<file path="src/hw/panel_params.svh">
// timing constants, display layout and menu sizes for the front panel navigator
// assumes a 40 MHz module clock; included by the navigator and its key classifier
`ifndef PANEL_PARAMS_SVH
`define PANEL_PARAMS_SVH

`define CLK_HZ              40000000
`define TICK_MS             10
`define TICK_CYCLES         ((`CLK_HZ / 1000) * `TICK_MS)
`define DEBOUNCE_MS         20
`define DEBOUNCE_TICKS      (`DEBOUNCE_MS / `TICK_MS)
`define BACK_HOLD_MS        500
`define BACK_HOLD_TICKS     (`BACK_HOLD_MS / `TICK_MS)
`define FWD_HOLD_MS         1000
`define FWD_HOLD_TICKS      (`FWD_HOLD_MS / `TICK_MS)
`define DARK_PAUSE_MS       2000
`define DARK_PAUSE_TICKS    (`DARK_PAUSE_MS / `TICK_MS)
`define IDLE_TIMEOUT_S      300
`define IDLE_TIMEOUT_TICKS  ((`IDLE_TIMEOUT_S * 1000) / `TICK_MS)
`define SELFTEST_S          15
`define SELFTEST_STEPS      50
`define SELFTEST_STEP_TICKS (((`SELFTEST_S * 1000) / `TICK_MS) / `SELFTEST_STEPS)
`define FLASH_HALF_MS       250
`define FLASH_HALF_TICKS    (`FLASH_HALF_MS / `TICK_MS)
`define MAIN_ITEMS          6
`define SUB_ITEMS           3
`define OUTER_SEGS          7
`define DIGITS              4
`define SWEEPS              2

`endif

</file>
<file path="src/hw/panel_pkg.sv">
// types shared by the front panel navigator
// no constants here; they live in panel_params.svh
package panel_pkg;
    typedef enum logic [1:0] {
        KEY_NONE,
        KEY_BACK,
        KEY_FWD
    } key_evt_t;

    typedef enum logic [2:0] {
        ST_TEST,
        ST_DARK,
        ST_MAIN,
        ST_SUB_HOLD,
        ST_SUB,
        ST_EDIT
    } nav_state_t;
endpackage

</file>
<file path="src/hw/panel_nav.sv">
// front panel navigator: two keys, four-digit display, self-test, timeout
// assumes key levels synchronous to mclk; power-up drives sys_rst
//
// Behaviour
// - two keys: advance/clear and select
// - both keys together store edited value
// - four digits: red code, three green values
// - indicator mode lights red digit only in main menu and edit
// - fifteen second segment self-test, then dark
// - outer segments clockwise, then centre segments
// - sweep runs twice
// - advance key aborts self-test
// - one second hold steps forward
// - half second press steps backward
// - dark position allows only forward
// - held key repeats, pausing at dark
// - five minutes idle blanks display
// - one second select enters submenu
// - red digit flashes after select release
// - submenu uses same stepping; dark red exits
// - value LED stays lit in submenu
// - submenu shows flashing red with green digits lit
// - store only within limits, else keep
`timescale 1ns/1ps
`include "panel_params.svh"

module panel_nav #(
    parameter int TICK_CYC   = `TICK_CYCLES,
    parameter int IDLE_TICKS = `IDLE_TIMEOUT_TICKS,
    parameter int STEP_TICKS = `SELFTEST_STEP_TICKS,
    parameter int PAUSE_TICKS= `DARK_PAUSE_TICKS,
    parameter int MAIN_N     = `MAIN_ITEMS,
    parameter int SUB_N      = `SUB_ITEMS
) (
    input  wire logic        mclk,        // module clock
    input  wire logic        sys_rst,     // synchronous reset
    input  wire logic        key_step,    // advance/clear key, high pressed
    input  wire logic        key_prog,    // select key, high pressed
    input  wire logic [11:0] value_in,    // value for the green digits
    input  wire logic [11:0] edit_value,  // candidate setting value
    input  wire logic [11:0] limit_lo,    // lowest permitted setting
    input  wire logic [11:0] limit_hi,    // highest permitted setting
    input  wire logic        indicator,   // operation indicator mode request
    input  wire logic        edit_req,    // editing active elsewhere
    output logic [31:0]      seg_out,     // 8 segments per digit, digit 3 red
    output logic [3:0]       digit_en,    // digit enables, bit 3 is red
    output logic [7:0]       led_out,     // value LEDs, one per main item
    output logic [3:0]       main_pos,    // main menu position, 0 dark
    output logic [3:0]       sub_pos,     // submenu position, 0 none
    output logic [11:0]      stored_value,// last accepted setting
    output logic             store_pulse, // accepted store
    output logic             reject_pulse,// refused store
    output logic             ind_clear    // operation indicator reset pulse
);
    logic        tick_r;
    logic [31:0] pre_r;
    logic        s_held, s_long, s_short, s_rel;
    logic        p_held, p_long;
    panel_pkg::nav_state_t st_r;
    logic [7:0]  step_r;
    logic [15:0] tcnt_r;
    logic [31:0] idle_r;
    logic [7:0]  pause_r;
    logic [7:0]  flash_r;
    logic        flash_on_r;
    logic        both_r;

    // ============================================================
    // timebase
    always_ff @(posedge mclk) begin
        if (sys_rst) begin
            pre_r  <= 32'h0;
            tick_r <= 1'b0;
        end else if (pre_r >= 32'(TICK_CYC - 1)) begin
            pre_r  <= 32'h0;
            tick_r <= 1'b1;
        end else begin
            pre_r  <= pre_r + 32'h1;
            tick_r <= 1'b0;
        end
    end

    // ============================================================
    // keys
    key_classifier u_step (
        .mclk      (mclk),
        .sys_rst   (sys_rst),
        .tick      (tick_r),
        .key_raw   (key_step),
        .held      (s_held),
        .long_hit  (s_long),
        .short_rel (s_short),
        .released  (s_rel)
    );

    key_classifier u_prog (
        .mclk      (mclk),
        .sys_rst   (sys_rst),
        .tick      (tick_r),
        .key_raw   (key_prog),
        .held      (p_held),
        .long_hit  (p_long),
        .short_rel (),
        .released  ()
    );

    wire both_now = s_held && p_held;
    wire both_evt = both_now && !both_r;
    wire fwd_ok   = s_long && !p_held && pause_r == 8'h00;
    wire back_ok  = s_short && !both_r && !p_held;
    wire in_lim   = edit_value >= limit_lo && edit_value <= limit_hi;

    // ============================================================
    // navigation state
    always_ff @(posedge mclk) begin
        if (sys_rst) begin
            st_r         <= panel_pkg::ST_TEST;
            main_pos     <= 4'h0;
            sub_pos      <= 4'h0;
            both_r       <= 1'b0;
            stored_value <= 12'h000;
            store_pulse  <= 1'b0;
            reject_pulse <= 1'b0;
            ind_clear    <= 1'b0;
            pause_r      <= 8'h00;
        end else begin
            both_r       <= both_now;
            store_pulse  <= 1'b0;
            reject_pulse <= 1'b0;
            ind_clear    <= 1'b0;
            if (tick_r && pause_r != 8'h00) begin
                pause_r <= pause_r - 8'h01;
            end
            case (st_r)
                panel_pkg::ST_TEST: begin
                    if (s_held || step_r >= 8'(`SELFTEST_STEPS)) begin
                        st_r <= panel_pkg::ST_DARK;
                    end
                end
                panel_pkg::ST_DARK: begin
                    if (s_rel && !s_short) begin
                        ind_clear <= 1'b1;
                    end
                    if (fwd_ok) begin
                        main_pos <= 4'h1;
                        st_r     <= panel_pkg::ST_MAIN;
                    end
                end
                panel_pkg::ST_MAIN: begin
                    if (idle_r >= 32'(IDLE_TICKS)) begin
                        main_pos <= 4'h0;
                        st_r     <= panel_pkg::ST_DARK;
                    end else if (edit_req && p_held) begin
                        st_r <= panel_pkg::ST_EDIT;
                    end else if (p_long) begin
                        sub_pos <= 4'h1;
                        st_r    <= panel_pkg::ST_SUB_HOLD;
                    end else if (fwd_ok) begin
                        if (main_pos >= 4'(MAIN_N)) begin
                            main_pos <= 4'h0;
                            pause_r  <= 8'(PAUSE_TICKS);
                            st_r     <= panel_pkg::ST_DARK;
                        end else begin
                            main_pos <= main_pos + 4'h1;
                        end
                    end else if (back_ok) begin
                        if (main_pos == 4'h1) begin
                            main_pos <= 4'h0;
                            st_r     <= panel_pkg::ST_DARK;
                        end else begin
                            main_pos <= main_pos - 4'h1;
                        end
                    end
                end
                panel_pkg::ST_SUB_HOLD: begin
                    if (!p_held) begin
                        st_r <= panel_pkg::ST_SUB;
                    end
                end
                panel_pkg::ST_SUB: begin
                    if (idle_r >= 32'(IDLE_TICKS)) begin
                        sub_pos  <= 4'h0;
                        main_pos <= 4'h0;
                        st_r     <= panel_pkg::ST_DARK;
                    end else if (edit_req && p_held) begin
                        st_r <= panel_pkg::ST_EDIT;
                    end else if (fwd_ok) begin
                        if (sub_pos >= 4'(SUB_N)) begin
                            sub_pos <= 4'h0;
                            st_r    <= panel_pkg::ST_MAIN;
                        end else begin
                            sub_pos <= sub_pos + 4'h1;
                        end
                    end else if (back_ok) begin
                        sub_pos <= sub_pos - 4'h1;
                        if (sub_pos == 4'h1) begin
                            st_r <= panel_pkg::ST_MAIN;
                        end
                    end
                end
                panel_pkg::ST_EDIT: begin
                    if (both_evt) begin
                        if (in_lim) begin
                            stored_value <= edit_value;
                            store_pulse  <= 1'b1;
                        end else begin
                            reject_pulse <= 1'b1;
                        end
                    end
                    if (!edit_req) begin
                        st_r <= (sub_pos != 4'h0) ? panel_pkg::ST_SUB : panel_pkg::ST_MAIN;
                    end
                end
                default: st_r <= panel_pkg::ST_DARK;
            endcase
        end
    end

    // ============================================================
    // self-test step counter and inactivity timer
    always_ff @(posedge mclk) begin
        if (sys_rst) begin
            step_r <= 8'h00;
            tcnt_r <= 16'h0000;
        end else if (st_r == panel_pkg::ST_TEST && tick_r) begin
            if (tcnt_r >= 16'(STEP_TICKS - 1)) begin
                tcnt_r <= 16'h0000;
                step_r <= step_r + 8'h01;
            end else begin
                tcnt_r <= tcnt_r + 16'h0001;
            end
        end
    end

    always_ff @(posedge mclk) begin
        if (sys_rst) begin
            idle_r <= 32'h0;
        end else if (s_held || st_r == panel_pkg::ST_DARK) begin
            idle_r <= 32'h0;
        end else if (tick_r && idle_r < 32'(IDLE_TICKS)) begin
            idle_r <= idle_r + 32'h1;
        end
    end

    // ============================================================
    // flashing of the red digit; restarts dark at release
    always_ff @(posedge mclk) begin
        if (sys_rst || st_r == panel_pkg::ST_SUB_HOLD) begin
            flash_r    <= 8'h00;
            flash_on_r <= 1'b0;
        end else if (tick_r) begin
            if (flash_r >= 8'(`FLASH_HALF_TICKS - 1)) begin
                flash_r    <= 8'h00;
                flash_on_r <= !flash_on_r;
            end else begin
                flash_r <= flash_r + 8'h01;
            end
        end
    end

    // ============================================================
    // display drive; a sweep is 21 outer steps (3 per segment) then 4 centre, bit 6
    logic [31:0] seg_nxt;
    logic [3:0]  den_nxt;
    logic [7:0]  led_nxt;
    logic [7:0]  sweep_pos;
    always_comb begin
        seg_nxt   = 32'h0;
        den_nxt   = 4'h0;
        led_nxt   = 8'h00;
        sweep_pos = 8'h00;
        case (st_r)
            panel_pkg::ST_TEST: begin
                sweep_pos = (step_r >= 8'd25) ? step_r - 8'd25 : step_r;
                den_nxt   = 4'hf;
                if (sweep_pos < 8'(`OUTER_SEGS * 3)) begin
                    for (int d = 0; d < `DIGITS; d++) begin
                        seg_nxt[d*8 + ((sweep_pos / 3) == 8'd6 ? 7 : 32'(sweep_pos / 3))]
                            = 1'b1;
                    end
                end else if (sweep_pos < 8'd25) begin
                    seg_nxt[32'(sweep_pos - 8'd21) * 8 + 6] = 1'b1;
                end
            end
            panel_pkg::ST_MAIN, panel_pkg::ST_EDIT: begin
                den_nxt = indicator ? 4'h8 : 4'hf;
                seg_nxt = {4'h0, main_pos, 12'h000, value_in};
                if (!indicator && main_pos != 4'h0) begin
                    led_nxt = 8'h01 << (main_pos - 4'h1);
                end
            end
            panel_pkg::ST_SUB_HOLD, panel_pkg::ST_SUB: begin
                den_nxt = {flash_on_r || st_r == panel_pkg::ST_SUB_HOLD, 3'b111};
                seg_nxt = {4'h0, sub_pos, 12'h000, value_in};
                if (main_pos != 4'h0 && main_pos <= 4'(MAIN_N)) begin
                    led_nxt = 8'h01 << (main_pos - 4'h1);
                end
            end
            default: begin
                den_nxt = 4'h0;
            end
        endcase
    end

    always_ff @(posedge mclk) begin
        if (sys_rst) begin
            seg_out  <= 32'h0;
            digit_en <= 4'h0;
            led_out  <= 8'h00;
        end else begin
            seg_out  <= seg_nxt;
            digit_en <= den_nxt;
            led_out  <= led_nxt;
        end
    end
endmodule

</file>
<file path="src/hw/key_classifier.sv">
// debounces one push button and classifies its hold time
// assumes tick is a one-cycle pulse from the navigator's prescaler
`timescale 1ns/1ps
`include "panel_params.svh"

module key_classifier #(
    parameter int DEB_TICKS  = `DEBOUNCE_TICKS,
    parameter int BACK_TICKS = `BACK_HOLD_TICKS,
    parameter int FWD_TICKS  = `FWD_HOLD_TICKS
) (
    input  wire logic mclk,     // module clock
    input  wire logic sys_rst,  // synchronous reset
    input  wire logic tick,     // timebase pulse
    input  wire logic key_raw,  // key level, high when pressed
    output logic      held,     // debounced level
    output logic      long_hit, // pulse when hold reaches forward time
    output logic      short_rel,// pulse on release after back time, before forward
    output logic      released  // pulse on any debounced release
);
    logic [7:0] deb_r;
    logic [7:0] hold_r;

    // ============================================================
    // debounce
    always_ff @(posedge mclk) begin
        if (sys_rst) begin
            deb_r <= 8'h00;
            held  <= 1'b0;
        end else if (key_raw == held) begin
            deb_r <= 8'h00;
        end else if (tick) begin
            if (deb_r >= 8'(DEB_TICKS - 1)) begin
                held  <= key_raw;
                deb_r <= 8'h00;
            end else begin
                deb_r <= deb_r + 8'h01;
            end
        end
    end

    // ============================================================
    // hold classification; repeats count from 256 - FWD_TICKS, so keep it under 128
    always_ff @(posedge mclk) begin
        if (sys_rst) begin
            hold_r    <= 8'h00;
            long_hit  <= 1'b0;
            short_rel <= 1'b0;
            released  <= 1'b0;
        end else begin
            long_hit  <= 1'b0;
            short_rel <= 1'b0;
            released  <= 1'b0;
            if (!held) begin
                if (hold_r != 8'h00) begin
                    released  <= 1'b1;
                    short_rel <= hold_r >= 8'(BACK_TICKS) && hold_r < 8'(FWD_TICKS);
                end
                hold_r <= 8'h00;
            end else if (tick) begin
                if (hold_r == 8'(FWD_TICKS - 1) || hold_r == 8'hff) begin
                    long_hit <= 1'b1;
                    hold_r   <= 8'(256 - FWD_TICKS);
                end else begin
                    hold_r <= hold_r + 8'h01;
                end
            end
        end
    end
endmodule

</file>
<file path="config.mk">
export PLATFORM = sky130hd
export DESIGN_NAME = panel_nav
export DESIGN_NICKNAME = d
export VERILOG_FILES = /design/src/hw/panel_pkg.sv /design/src/hw/panel_nav.sv /design/src/hw/key_classifier.sv
export VERILOG_INCLUDE_DIRS = /design/src /design/src/hw
export SDC_FILE = /design/constraint.sdc
export NUM_CORES = 1
export LEC_CHECK = 0
export BUFFER_PORTS_ARGS = -buffer_cell sky130_fd_sc_hd__buf_4
export CAP_MARGIN = 0
export CORE_ASPECT_RATIO = 0.9
export CORE_MARGIN = 1.5
export CORE_UTILIZATION = 25
export DETAILED_ROUTE_END_ITERATION = 12
export GPL_TIMING_DRIVEN = 0
export PLACE_DENSITY = 0.43
export SETUP_SLACK_MARGIN = 0.15
export SLEW_MARGIN = 15
export SYNTH_ARGS = -nofsm -noshare
export SYNTH_HDL_FRONTEND = slang
export SYNTH_SLANG_ARGS = --single-unit
</file>
<file path="constraint.sdc">
create_clock -name mclk -period 8.35 [get_ports mclk]
set_clock_uncertainty 0.2 [all_clocks]
set_input_delay 1.67 -clock mclk [delete_from_list [all_inputs] [get_ports mclk]]
set_output_delay 1.67 -clock mclk [all_outputs]
set_load 0.02 [all_outputs]
</file>
==> flow_summary.yaml <==
global_route:
  grt.overflow.total: 0
  antenna_found_initial: 1
  grt_usage_pct: 12.22
  grt_max_degree: 13
  grt_pass1_wl_um: 43930
  grt_pass1_vias: 8455
yosys:
  ys.flop_type: "dfxtp_1"
  synth_most_common_cell: "dfxtp_1"
  synth_area_leaders: "dfxtp_1, ha_1, nor2_1"
  syn_area_um2: 10620
  yosysWarnings: 0
  synthCells: 1256
  async_flop_share_pct: 0
  ys_seq_area_share_pct: 40.14
  synth_edf_count: 0
  yosysUniqueCellTypes: 74
  synth_top_cell_area_share_pct: 40.14
  synth-seq-cells: 213
  avgSynthCellArea_um2: 8.459
  yosysTopAreaCell: "dfxtp_1"
  synthTopCellsByCount: "dfxtp_1, nor2_1, nand2_1, ha_1, inv_1"
sta:
  hold_viol: 0
  period_needed_ns: 6.995
  drv_slew: 0
  setup_tns_ns: 0
  rsz0062_at_grt: "no"
  worst_slew_pin_slew_ns: 1.017
  max_freq_ghz: 0.1430
  period_share_pct: 83.77
  setup_slack_ns: 1.355
  setup_viol: 0
  relSlewSlack_pct: 31.30
cells_and_area:
  utilization_pct: 31.27
  drive_gt1_share_pct: 13.07
  fin_nets: 1532
  fin_area_um2: 13080
  syn2layout_area_growth_pct: 23.14
  n_antenna_cell: 0
routing:
  wl_per_cell_um: 13.70
  vias: 9022
  vias_per_cell: 4.561
  drtPass1Iterations: 5
  ant_nets: 0
  drtIter0Drc: 482
  totalWireLength_um: 27100
  drcViolationCount: 0
clock_network:
  post_cts_resized: 0
  cts_sinks: 213
  clk_latency_ns: 0.54
  h-tree-depth: 1
  cts_buffers: 26
  cts_root_buffer: "clkbuf_16"
  path_clk_slew_ns: 0.06
  clockBufferDepth: 3
  cts_tree: "done"
  holdBufCountCts: 0
  cts_setup_buffers: 0
die:
  num_rows: 71
  ios: 121
  coreArea_um2: 41840
  die_h_um: 198.6
  initial_core_util_pct: 25.39
  die_w_um: 220.3
  die_area_um2: 43740
placed_design:
  portBuffers: 119
  globalplace.congestion: 0.8174
  placed_area_um2: 12260
  dp.final_hpwl_um: 20150
  post-place-ws_ns: 1.352
critical_path:
  cp_max_fo: 10
  path_class: "reg2reg"
  critPathArrivalTime_ns: 7.18
  cp-start-kind: "flop"
  cp-end-kind: "flop"
  critPathRequiredTime_ns: 8.54
run_status:
  outcome: "completed"
job:
  drv_cap: 0
power:
  power_mw: 2.599
  power_leakage_nw: 5.151
  ir_drop_uv: 139.0
  p_per_area_nw_per_um2: 198.6
worst_hold_path:
  min_path_type: "reg2reg"
## cell usage in the layout, fill, tap and decap left out, drive strengths merged, types with 6 or more instances in the layout
cell / n
a21o: 9
a211oi: 10
nand3: 40
xnor2: 38
ha: 62
a22oi: 8
buf: 127
and3: 20
nor3: 30
nor4: 13
o211ai: 7
nand2: 85
nand2b: 46
dfxtp: 213
inv: 63
a21oi: 61
clkbuf: 87
xor2: 44
nor3b: 6
o21ai: 44
a31oi: 15
nor2: 178
conb: 13
nor2b: 9
or4: 7
mux2i: 23
and2: 31
or3: 15
nand4: 29
o22ai: 8
## worst paths after layout
check	slack [ns]	startpoint	end	cells past startpoint
min reg2reg	0.25	idle_r[30]$_SDFFE_PP0P_	idle_r[30]$_SDFFE_PP0P_	1
min	0.25	idle_r[30]$_SDFFE_PP0P_	idle_r[30]$_SDFFE_PP0P_	1
max	1.36	step_r[0]$_SDFFE_PP0P_	seg_out[27]$_SDFF_PP0_	25
max reg2reg	1.36	step_r[0]$_SDFFE_PP0P_	seg_out[27]$_SDFF_PP0_	25
## metal layers
| layer | vias up | track usage [%] | part of all wire, % |
|---|---|---|---|
| li1 | 4676 | - | - |
| met1 | 4137 | 16.91 | 49 |
| met2 | 167 | 19.41 | 44 |
| met3 | 40 | 2.202 | 4.9 |
| met4 | 2 | 3.175 | 2.0 |
| met5 | - | 0 | 0.044 |
## cell type report
type | instances | area (um^2)
plain buffers | 58 | 251.5
clock buffers | 37 | 763.2
clock inverters | 6 | 61.31
fillers | 4437 | 28760
inverters | 62 | 232.7
multi-input cells | 935 | 5922
flip-flops and latches | 213 | 4264
well taps | 547 | 684.4
repair buffers | 120 | 903.4
## sequential cells by signal (all words and copies together), names as in the netlist, 4 cells and up
register,cells
seg_out,32
sub_pos,4
u_prog.deb_r,8
pre_r,32
led_out,8
stored_value,12
step_r,8
tcnt_r,16
u_step.hold_r,8
main_pos,4
u_step.deb_r,8
flash_r,8
u_prog.hold_r,8
pause_r,8
idle_r,32
## where the power goes
group          switching, mW  total [mW]  internal, mW
Sequential            0.0307        1.09          1.06
Combinational          0.248       0.416         0.168
Clock                  0.428        1.09         0.660
Total                  0.707        2.60          1.89
## through the flow
| stage | hold WS, ns | std cells |
|---|---|---|
| after detailed placement | 0.2401 | 1935 |
| after global routing | 0.2723 | 1978 |
| after CTS | 0.2575 | 1978 |
| after global placement | 0.2332 | 1934 |
| final | 0.2532 | 1978 |
| after floorplan | 0.2205 | 1268 |
## logic make-up after synthesis
| group | Yosys count | synth area share, % |
|---|---|---|
| XOR/XNOR | 82 | 6.760 |
| AO/OA/AOI/OAI | 224 | 13.93 |
| multiplexers | 27 | 2.626 |
| adder cells (fa/ha/maj) | 62 | 7.302 |
| flip-flops | 213 | 40.14 |
| AND/OR/NAND/NOR | 527 | 24.65 |
| buffers and inverters | 120 | 4.558 |
| other | 1 | 0.03530 |
## critical path: stages (launching register included)
cell,delay (ns)
dfxtp_1,0.39
inv_1,0.15
ha_1,0.26
nand2b_1,0.10
a21oi_1,0.09
xnor2_1,0.42
clkbuf_1,0.38
nor2_1,0.13
ha_1,0.30
nand2b_1,0.22
o311ai_0,0.40
nand3_1,0.19
clkbuf_1,0.25
nor3_1,0.28
o31a_1,0.33
xnor2_1,0.11
ha_1,0.25
clkbuf_1,0.22
nor2_1,0.32
o2111a_1,0.36
xnor2_1,0.18
ha_1,0.26
a311o_1,0.27
a2111o_1,0.44
nand2_2,0.22
o32ai_1,0.12
(Power assumes the default switching activity.)
